--- config.mk ---
export PLATFORM = sky130hd
export DESIGN_NAME = dprc_ctrl
export DESIGN_NICKNAME = d
export VERILOG_FILES = /design/src/shared/dprc_pkg.sv /design/src/rtl/dprc_ctrl.sv
export VERILOG_INCLUDE_DIRS = /design/src /design/src/shared
export SDC_FILE = /design/constraint.sdc
export NUM_CORES = 1
export LEC_CHECK = 0
export BUFFER_PORTS_ARGS = -buffer_cell sky130_fd_sc_hd__buf_2
export CAP_MARGIN = 20
export CORE_MARGIN = 4
export CORE_UTILIZATION = 50
export DETAILED_ROUTE_END_ITERATION = 16
export HOLD_SLACK_MARGIN = 0.1
export PLACE_DENSITY = 0.84
export SLEW_MARGIN = 10
export SYNTH_ARGS = -nofsm -noshare
export SYNTH_HDL_FRONTEND = slang
export SYNTH_SLANG_ARGS = --single-unit
--- constraint.sdc ---
create_clock -name aclk -period 2.8 [get_ports aclk]
set_input_delay 0.28 -clock aclk [delete_from_list [all_inputs] [get_ports aclk]]
set_output_delay 0.28 -clock aclk [all_outputs]
set_load 0.03 [all_outputs]
--- src/shared/dprc_defs.svh ---
// Constants for the DRAM page and refresh controller.
// What this block does
// - Burst only when burst_select is set.
// - Same row repeats only two column states.
// - Burst accesses keep configured column waits.
// - Row compare bounds follow mode and width.
// - Row hold keeps strobe low between spaces.
// - Held row strobe releases on listed events.
// - Without row hold, other space releases row.
// - Refresh cycles only when enable is set.
// - Counter matches constant, requests, restarts zero.
// - Refresh runs after request and bus grant.
// - Counter starts when clock select nonzero.
// - Extra requests while pending are discarded.
// - Refresh is precharge plus two strobe states.
// - Double precharge delays row strobe once.
// - Stretch adds one wait, refresh only.
// - Refresh length ignores access waits; only stretch and double precharge lengthen it.
// - Self refresh asserts strobes in standby.
// - Refresh pin driven only when enabled.
// - Refresh pin low during refresh cycles.
// - Full access is four states.
// - Match flag set on counter match.
// - Request during bus release runs once after.
`ifndef DPRC_DEFS_SVH
`define DPRC_DEFS_SVH
`define DPRC_ADDR_CTRL1 8'h00
`define DPRC_ADDR_CTRL2 8'h04
`define DPRC_ADDR_TCTRL 8'h08
`define DPRC_ADDR_COUNT 8'h0C
`define DPRC_ADDR_CONST 8'h10
`define DPRC_C1_BURST 0
`define DPRC_C1_HOLD 1
`define DPRC_C1_SELF 2
`define DPRC_C1_PIN 3
`define DPRC_C2_REFEN 0
`define DPRC_C2_TPC 1
`define DPRC_C2_STRETCH 2
`define DPRC_C2_COLLO 3
`define DPRC_C2_COLHI 4
`define DPRC_C2_MODE16 5
`define DPRC_TC_CMF 7
`define DPRC_TC_CKS_LO 3
`define DPRC_CNT_ZERO 8'h00
`define DPRC_RESP_OKAY 2'h0
`define DPRC_RESP_SLVERR 2'h2
`endif

--- src/shared/dprc_pkg.sv ---
// Types for the DRAM page and refresh controller.
package dprc_pkg;
  typedef enum logic [3:0] {
    DPRC_IDLE, DPRC_PRE, DPRC_PRE2, DPRC_ROW, DPRC_C1, DPRC_CW, DPRC_C2,
    DPRC_RP, DPRC_RP2, DPRC_R1, DPRC_RW, DPRC_R2, DPRC_SELF
  } dprc_state_t;

  typedef struct packed {
    logic awvalid;
    logic [7:0] awaddr;
    logic wvalid;
    logic [31:0] wdata;
    logic [3:0] wstrb;
    logic bready;
    logic arvalid;
    logic [7:0] araddr;
    logic rready;
  } dprc_axi_req_t;

  typedef struct packed {
    logic awready;
    logic wready;
    logic bvalid;
    logic [1:0] bresp;
    logic arready;
    logic rvalid;
    logic [31:0] rdata;
    logic [1:0] rresp;
  } dprc_axi_rsp_t;

  typedef struct packed {
    logic row_n;
    logic upper_col_strobe_n;
    logic lower_col_strobe_n;
    logic refresh_n;
  } dprc_pins_t;

  typedef struct packed {
    dprc_axi_rsp_t axi;
    dprc_pins_t pins;
    dprc_state_t st;
    logic [3:0] ctrl1;
    logic [5:0] ctrl2;
    logic [2:0] cks;
    logic compare_match_flag;
    logic [7:0] count;
    logic [7:0] konst;
    logic req_pend;
    logic [1:0] wcnt;
    logic row_open;
    logic [23:0] last_addr;
    logic acc_wr;
    logic acc_done;
    logic prev_dram;
    logic aw_got;
    logic w_got;
    logic [7:0] aw_a;
    logic [31:0] w_d;
    logic [3:0] w_s;
  } dprc_state_s_t;
endpackage : dprc_pkg

--- src/rtl/dprc_ctrl.sv ---
// DRAM fast-page access sequencer with CAS-before-RAS refresh timer.
//
// Our own choices: register access over AXI4-Lite and the address map.
`include "dprc_defs.svh"
module dprc_ctrl import dprc_pkg::*; (
  input wire logic aclk,
  input wire logic aresetn,
  input wire dprc_axi_req_t axi_req,
  output dprc_axi_rsp_t axi_rsp,
  input wire logic [7:0] tick_div,
  input wire logic acc_req,
  input wire logic acc_dram,
  input wire logic [23:0] acc_addr,
  input wire logic acc_wide,
  input wire logic [1:0] acc_waits,
  input wire logic bus_grant,
  input wire logic bus_release,
  input wire logic standby,
  output logic acc_ack,
  output logic refresh_busy,
  output dprc_pins_t pins
);
  // ****************************************
  // State.
  // ****************************************
  dprc_state_s_t s_r;
  dprc_state_s_t s_nxt;
  logic [7:0] div_r;
  logic tick;
  logic [3:0] lo_bit;
  logic [23:0] mask;
  logic row_hit;
  logic hold_mode;
  logic match_ev;
  logic aw_do;
  logic ar_do;
  logic [31:0] rd;

  assign axi_rsp = s_r.axi;
  assign pins = s_r.pins;
  assign acc_ack = s_r.acc_done;
  assign refresh_busy = s_r.req_pend;

  // ****************************************
  // Counter clock divider.
  // ****************************************
  always_ff @(posedge aclk) begin
    if (!aresetn) begin
      div_r <= 8'h00;
    end else if (tick) begin
      div_r <= 8'h00;
    end else begin
      div_r <= div_r + 8'h01;
    end
  end
  always_comb begin
    unique case (s_r.cks)
      3'h1: tick = (div_r[0] == 1'b1);
      3'h2: tick = (div_r[2:0] == 3'h7);
      3'h3: tick = (div_r[4:0] == 5'h1F);
      3'h4: tick = (div_r[6:0] == 7'h7F);
      3'h5: tick = (div_r == tick_div);
      3'h6: tick = (div_r == 8'hFF);
      3'h7: tick = (div_r == 8'hFF);
      default: tick = 1'b0;
    endcase
  end

  // ****************************************
  // Row compare.
  // ****************************************
  always_comb begin
    lo_bit = 4'h9 + {2'h0, s_r.ctrl2[`DPRC_C2_COLHI:`DPRC_C2_COLLO]}
      - {3'h0, ~acc_wide};
    mask = 24'hFFFFFF << lo_bit;
    if (!s_r.ctrl2[`DPRC_C2_MODE16]) begin
      mask = mask & 24'h0FFFFF;
    end
    row_hit = s_r.row_open && ((acc_addr & mask) == (s_r.last_addr & mask))
      && (s_r.ctrl2[`DPRC_C2_COLHI:`DPRC_C2_COLLO] != 2'h3);
  end
  assign hold_mode = s_r.ctrl1[`DPRC_C1_BURST] && s_r.ctrl1[`DPRC_C1_HOLD];
  assign match_ev = tick && (s_r.cks != 3'h0) && (s_r.count == s_r.konst);
  assign aw_do = (s_r.aw_got || axi_req.awvalid)
    && (s_r.w_got || axi_req.wvalid) && !s_r.axi.bvalid;
  assign ar_do = axi_req.arvalid && s_r.axi.arready;

  always_comb begin
    unique case (axi_req.araddr)
      `DPRC_ADDR_CTRL1: rd = {28'h0, s_r.ctrl1};
      `DPRC_ADDR_CTRL2: rd = {26'h0, s_r.ctrl2};
      `DPRC_ADDR_TCTRL: rd = {24'h0, s_r.compare_match_flag, 1'b0, s_r.cks, 3'h0};
      `DPRC_ADDR_COUNT: rd = {24'h0, s_r.count};
      `DPRC_ADDR_CONST: rd = {24'h0, s_r.konst};
      default: rd = 32'h0;
    endcase
  end

  // ****************************************
  // Next state.
  // ****************************************
  always_comb begin
    logic [7:0] wa;
    logic [31:0] wd;
    logic ok;
    wa = s_r.aw_got ? s_r.aw_a : axi_req.awaddr;
    wd = s_r.w_got ? s_r.w_d : axi_req.wdata;
    ok = s_r.w_got ? s_r.w_s[0] : axi_req.wstrb[0];
    s_nxt = s_r;
    s_nxt.acc_done = 1'b0;
    // Bus slave handshakes.
    s_nxt.axi.awready = !s_r.aw_got && !s_r.axi.bvalid;
    s_nxt.axi.wready = !s_r.w_got && !s_r.axi.bvalid;
    if (axi_req.awvalid && s_r.axi.awready) begin
      s_nxt.aw_got = 1'b1;
      s_nxt.aw_a = axi_req.awaddr;
      s_nxt.axi.awready = 1'b0;
    end
    if (axi_req.wvalid && s_r.axi.wready) begin
      s_nxt.w_got = 1'b1;
      s_nxt.w_d = axi_req.wdata;
      s_nxt.w_s = axi_req.wstrb;
      s_nxt.axi.wready = 1'b0;
    end
    if (s_r.axi.bvalid && axi_req.bready) begin
      s_nxt.axi.bvalid = 1'b0;
    end
    if (s_r.axi.rvalid && axi_req.rready) begin
      s_nxt.axi.rvalid = 1'b0;
      s_nxt.axi.arready = 1'b1;
    end
    // Counter increments on the selected clock and restarts on match.
    // counting start
    if (tick && s_r.cks != 3'h0) begin
      s_nxt.count = s_r.count + 8'h01;
    end
    if (match_ev) begin
      s_nxt.count = `DPRC_CNT_ZERO;
      if (!s_r.req_pend && s_r.st != DPRC_RP && s_r.st != DPRC_RP2
          && s_r.st != DPRC_R1 && s_r.st != DPRC_RW && s_r.st != DPRC_R2) begin
        s_nxt.req_pend = s_r.ctrl2[`DPRC_C2_REFEN];
      end
    end
    // Register writes; the hardware set of the flag wins over the clear.
    if (aw_do && (s_r.aw_got || s_r.axi.awready)
        && (s_r.w_got || s_r.axi.wready)) begin
      s_nxt.aw_got = 1'b0;
      s_nxt.w_got = 1'b0;
      s_nxt.axi.bvalid = 1'b1;
      s_nxt.axi.bresp = `DPRC_RESP_OKAY;
      s_nxt.axi.awready = 1'b0;
      s_nxt.axi.wready = 1'b0;
      if (ok) begin
        unique case (wa)
          `DPRC_ADDR_CTRL1: begin
            s_nxt.ctrl1 = wd[3:0];
            if (s_r.st == DPRC_IDLE && ((s_r.ctrl1[`DPRC_C1_BURST]
                && !wd[`DPRC_C1_BURST])
                || (hold_mode && !wd[`DPRC_C1_HOLD]))) begin
              s_nxt.row_open = 1'b0;
              s_nxt.pins.row_n = 1'b1;
            end
          end
          `DPRC_ADDR_CTRL2: s_nxt.ctrl2 = wd[5:0];
          `DPRC_ADDR_TCTRL: begin
            s_nxt.cks = wd[5:3];
            if (!wd[`DPRC_TC_CMF]) begin
              s_nxt.compare_match_flag = 1'b0;
            end
          end
          `DPRC_ADDR_COUNT: s_nxt.count = wd[7:0];
          `DPRC_ADDR_CONST: s_nxt.konst = wd[7:0];
          default: s_nxt.axi.bresp = `DPRC_RESP_SLVERR;
        endcase
      end
    end
    if (match_ev) begin
      s_nxt.compare_match_flag = 1'b1;
    end
    if (ar_do) begin
      s_nxt.axi.arready = 1'b0;
      s_nxt.axi.rvalid = 1'b1;
      s_nxt.axi.rdata = rd;
      s_nxt.axi.rresp = (axi_req.araddr > `DPRC_ADDR_CONST
        || axi_req.araddr[1:0] != 2'h0) ? `DPRC_RESP_SLVERR
        : `DPRC_RESP_OKAY;
    end
    if (!hold_mode && s_r.st == DPRC_IDLE && !s_r.prev_dram) begin
      s_nxt.row_open = 1'b0;
      s_nxt.pins.row_n = 1'b1;
    end
    // Access and refresh sequencer.
    unique case (s_r.st)
      DPRC_IDLE: begin
        s_nxt.pins.refresh_n = 1'b1;
        if (standby && s_r.ctrl1[`DPRC_C1_SELF]) begin
          s_nxt.st = DPRC_SELF;
          s_nxt.pins.upper_col_strobe_n = 1'b0;
          s_nxt.pins.lower_col_strobe_n = 1'b0;
          s_nxt.row_open = 1'b0;
        end else if (bus_release || standby) begin
          s_nxt.pins.row_n = 1'b1;
          s_nxt.row_open = 1'b0;
        end else if (s_r.req_pend && bus_grant) begin
          s_nxt.pins.row_n = 1'b1;
          s_nxt.pins.upper_col_strobe_n = 1'b0;
          s_nxt.pins.lower_col_strobe_n = 1'b0;
          s_nxt.row_open = 1'b0;
          s_nxt.st = DPRC_RP;
        end else if (acc_req && acc_dram && !s_r.acc_done) begin
          s_nxt.acc_wr = acc_wide;
          s_nxt.prev_dram = 1'b1;
          if (s_r.ctrl1[`DPRC_C1_BURST] && row_hit) begin
            s_nxt.st = DPRC_C1;
          end else begin
            s_nxt.pins.row_n = 1'b1;
            s_nxt.st = DPRC_PRE;
          end
          s_nxt.last_addr = acc_addr;
          s_nxt.wcnt = acc_waits;
        end else if (acc_req && !s_r.acc_done) begin
          s_nxt.prev_dram = 1'b0;
          s_nxt.acc_done = 1'b1;
          if (!hold_mode) begin
            s_nxt.pins.row_n = 1'b1;
            s_nxt.row_open = 1'b0;
          end
        end
      end
      DPRC_PRE: begin
        s_nxt.st = s_r.ctrl2[`DPRC_C2_TPC] ? DPRC_PRE2 : DPRC_ROW;
      end
      DPRC_PRE2: s_nxt.st = DPRC_ROW;
      DPRC_ROW: begin
        s_nxt.pins.row_n = 1'b0;
        s_nxt.row_open = 1'b1;
        s_nxt.st = DPRC_C1;
      end
      DPRC_C1: begin
        s_nxt.pins.upper_col_strobe_n = 1'b0;
        s_nxt.pins.lower_col_strobe_n = !s_r.acc_wr;
        s_nxt.st = (s_r.wcnt != 2'h0) ? DPRC_CW : DPRC_C2;
      end
      DPRC_CW: begin
        s_nxt.wcnt = s_r.wcnt - 2'h1;
        s_nxt.st = (s_r.wcnt == 2'h1) ? DPRC_C2 : DPRC_CW;
      end
      DPRC_C2: begin
        s_nxt.pins.upper_col_strobe_n = 1'b1;
        s_nxt.pins.lower_col_strobe_n = 1'b1;
        s_nxt.acc_done = 1'b1;
        s_nxt.st = DPRC_IDLE;
        if (!s_r.ctrl1[`DPRC_C1_BURST]) begin
          s_nxt.pins.row_n = 1'b1;
          s_nxt.row_open = 1'b0;
        end
      end
      DPRC_RP: begin
        // Column strobes fell on entry; the row strobe follows precharge.
        if (!s_r.ctrl2[`DPRC_C2_TPC]) begin
          s_nxt.pins.row_n = 1'b0;
        end
        s_nxt.pins.refresh_n = !s_r.ctrl1[`DPRC_C1_PIN];
        s_nxt.st = s_r.ctrl2[`DPRC_C2_TPC] ? DPRC_RP2 : DPRC_R1;
      end
      DPRC_RP2: begin
        s_nxt.pins.row_n = 1'b0;
        s_nxt.st = DPRC_R1;
      end
      DPRC_R1: begin
        s_nxt.st = s_r.ctrl2[`DPRC_C2_STRETCH] ? DPRC_RW : DPRC_R2;
      end
      DPRC_RW: s_nxt.st = DPRC_R2;
      DPRC_R2: begin
        s_nxt.pins = '{row_n: 1'b1, upper_col_strobe_n: 1'b1, lower_col_strobe_n: 1'b1,
          refresh_n: 1'b1};
        s_nxt.req_pend = 1'b0;
        s_nxt.prev_dram = 1'b0;
        s_nxt.st = DPRC_IDLE;
      end
      DPRC_SELF: begin
        s_nxt.pins.row_n = 1'b0;
        if (!standby) begin
          s_nxt.pins.row_n = 1'b1;
          s_nxt.pins.upper_col_strobe_n = 1'b1;
          s_nxt.pins.lower_col_strobe_n = 1'b1;
          s_nxt.st = DPRC_IDLE;
        end
      end
      default: s_nxt.st = DPRC_IDLE;
    endcase
  end

  // ****************************************
  // Register.
  // ****************************************
  always_ff @(posedge aclk) begin
    if (!aresetn) begin
      s_r <= '0;
      s_r.st <= DPRC_IDLE;
      s_r.axi.arready <= 1'b1;
      s_r.pins <= '{row_n: 1'b1, upper_col_strobe_n: 1'b1, lower_col_strobe_n: 1'b1,
        refresh_n: 1'b1};
    end else begin
      s_r <= s_nxt;
    end
  end
endmodule : dprc_ctrl

==> reports/qor.yml <==
power_and_ir_drop:
  power-per-cell-area_nw_per_um2: 502.3
  switchingPower_uw: 900.6
  swShare_pct: 26.89
  peakVddDrop_uv: 359.0
  internal_power_mw: 2.448
  p_seq_share_pct: 46.3
  p_leak_nw: 2.877
  p_clk_share_pct: 39.1
  pwr-share-comb_pct: 14.6
  finalPower_mw: 3.349
worst_setup_path:
  worstPathCellList: "ha_1 > and3_1 > ha_1 > mux2i_1 > a211o_1 > and2_2 > o21ai_2 > a311o_1 > o21ai_0"
  crit_arrival_ps: 2700
  end_kind: "flop"
  slowest_delay_ps: 510
  critPathSlowestCell: "dfxtp_1"
  worst-path-max-fanout: 12
  ff2ff_setup_slack_ps: 320
  startpoint_type: "flop"
  crit_top_cell: "ha_1"
  critPathRequiredTime_ps: 3020
  path_class: "flop to flop"
placement:
  place_area_um2: 6355
  dpl.hpwl_um: 10630
  port_buffers: 84
  post-place-ws_ps: 277.2
  gp_congestion: 0.9021
logic_synthesis:
  synth_compound_area_share_pct: 18.58
  synth_top_area_share_pct: 34.09
  syn_avg_cell_area_um2: 8.119
  synth_cell_type_count: 71
  synth_seq_cells: 103
  synth-simple-area-share_pct: 21.33
  synthMuxAreaShare_pct: 9.743
  yosys-top-cells-area: "dfxtp_1 (34%), mux2i_1 (7.4%), buf_4 (5.6%), nor2_1 (5.5%), nand2_1 (4.9%)"
  synthArstFlopShare_pct: 0
  synth_warnings: 0
  synth_top_family_by_area: "simple AND/OR/NAND/NOR gates"
  yosysTopAreaCell: "dfxtp_1"
  synth_xor_area_share_pct: 4.634
  syn_area_um2: 6048
  synth_adder_area_share_pct: 2.069
  synth_ff_type: "dfxtp_1"
  postSynthCellCount: 745
  seq_area_frac_synth_pct: 34.09
  synth_edf_count: 0
global_routing:
  antenna_found_initial: 0
  grt_start_max_net_pins: 35
  grt_usage_pct: 20.66
  grt_overflow: 0
  grt_pass1_vias: 5086
  grt_pass1_wl_um: 24360
run_status:
  status: "complete, no violations"
floorplan:
  die_h_um: 118.0
  die_x_um: 118.0
  rows: 39
  ios: 146
  start_util_pct: 52.08
  die_area_um2: 13920
  coreArea_um2: 11610
clock_network:
  htree_levels: 3
  insertion_delay_ps: 340
  postCtsSetupBuffers: 0
  cts_hold_buf: 0
  cts.path.max_buffers: 2
  clkSinkCount: 103
  cts_inserted_buffers: 9
  clk_pin_slew_ps: 70
  cts_tree: "yes"
  cts_root_buf: "clkbuf_16"
timing:
  max_freq_mhz: 403.4
  setup_viol: 0
  hold_violations: 0
  relSlewSlack_pct: 43.84
  finalCritPeriodShare_pct: 88.53
  slew_violations: 0
  skew_ps: 6.441
  rsz0062_at_grt: "false"
  period_minus_slack_ps: 2479
  worstMarginPinSlew_ps: 835.9
  setup_ws_ps: 321.1
  fin_tns_setup_ps: 0
drt:
  drc: 0
  antenna_left: 0
  vias_per_cell: 5.749
  vias: 5433
  top_layer_used: "met4"
  first_iter_violations: 368
  met1_length_um: 6130
  drt_wl_total_um: 14380
  firstDrtPassIters: 5
  routedWlPerCell_um: 15.21
  wl_met3_um: 880
  wl_met2_um: 7075
layout:
  n_antenna_cell: 0
  nFillCells: 1016
  nets: 906
  drive_above_1_share_pct: 17.21
  synthToLayoutAreaGrowth_pct: 10.24
  design_area_um2: 6668
run:
  maxCapViolCount: 0
min_path:
  worstHoldPathType: "input port to flop"
==> final timing paths <==
kind	startpoint	endpoint	cells after the start
worst max-delay path	div_r[0]	s_r[90]	9
worst min-delay path	axi_req[49]	s_r[37]	3
worst max register to register	div_r[0]	s_r[90]	9
worst min register to register	s_r[11]	s_r[11]	2
==> kinds of logic after synthesis <==
group,count (synthesis)
xor+xnor,32
simple gates,274
buf+inv,102
flops,103
other cells,1
fa+ha+maj,10
mux,56
compound gates,167
==> power by group through the flow <==
stage	clock, mW	sequential, mW	combinational, mW
3_3_place_gp	0	1.58	0.475
4_1_cts	1.32	1.55	0.482
6_report	1.31	1.55	0.488
2_1_floorplan	0	1.56	0.402
5_1_grt	1.38	1.56	0.536
3_5_place_dp	0	1.58	0.480
==> sequential cells by signal, summed over array words and instances, names as in the netlist <==
signal and count:
acc_ack 1, axi_rsp 15, div_r 8, pins 4
refresh_busy 1, s_r 74
==> layout by cell type, fill, tap and decap left out, types with 5 or more instances in the layout <==
master	n
dfxtp_1	103
nor2_1	89
buf_2	84
nand2_1	79
a21oi_1	51
mux2i_1	45
o21ai_0	33
conb_1	26
nand3_1	23
nor3_1	21
inv_1	17
xor2_1	16
xnor2_1	16
buf_4	16
a22oi_1	12
nand4_1	11
ha_1	10
and2_1	9
mux2_2	9
clkbuf_16	9
a211oi_1	8
and3_1	7
nor2b_1	7
a311oi_1	6
a211o_1	5
==> critical path: cells and delay by family (launching register included) <==
| family | cells | cell delay, ps |
|---|---|---|
| AOI/OAI and AO/OA | 4 | 930 |
| DFF | 1 | 510 |
| and+or+nand+nor | 2 | 460 |
| adders and majority gates | 2 | 390 |
| muxes | 1 | 60 |
==> layout make-up <==
class                           count  area [µm²]  area share, %
Timing Repair Buffer              100       540.5          8.107
Inverter                           18       67.56          1.013
Multi-Input combinational cell    565        3507          52.60
Tap cell                          143       178.9          2.683
Clock inverter                      2       37.54         0.5630
Sequential cell                   103        2062          30.93
Clock buffer                       14       274.0          4.110
==> cell usage after synthesis, drive strengths merged (5+ instances only) <==
cell / count
a311oi: 6
inv: 18
nor2b: 7
and3: 7
a22oi: 12
mux2i: 45
xor2: 16
ha: 10
nor2: 89
a21oi: 51
o21ai: 36
and2: 10
nor3: 22
clkbuf: 28
or4: 5
dfxtp: 103
nand4: 11
a211oi: 8
nand2: 80
buf: 56
a211o: 5
xnor2: 16
nand3: 23
mux2: 10
==> what timing repair did <==
item,CTS,global route
gates resized for setup,0,1
hold endpoints to repair,0,0
endpoints found under the setup margin,0,2
==> metal layers <==
metal | vias to the layer above | global-route usage [%]
met5 | - | 0
met4 | 0 | 6.447
met3 | 26 | 3.748
met2 | 208 | 35.54
met1 | 2525 | 26.24
li1 | 2674 | -
==> through the flow <==
step                instances  utilization [%]  hold WS, ps
finish                    945            57.41        184.8
global route              945            57.41        193.1
CTS                       945            57.40        179.4
detailed placement        929            54.72        440.7
global placement          929            54.72        434.2
floorplan                 770                -        416.0
(Power assumes the default switching activity.)
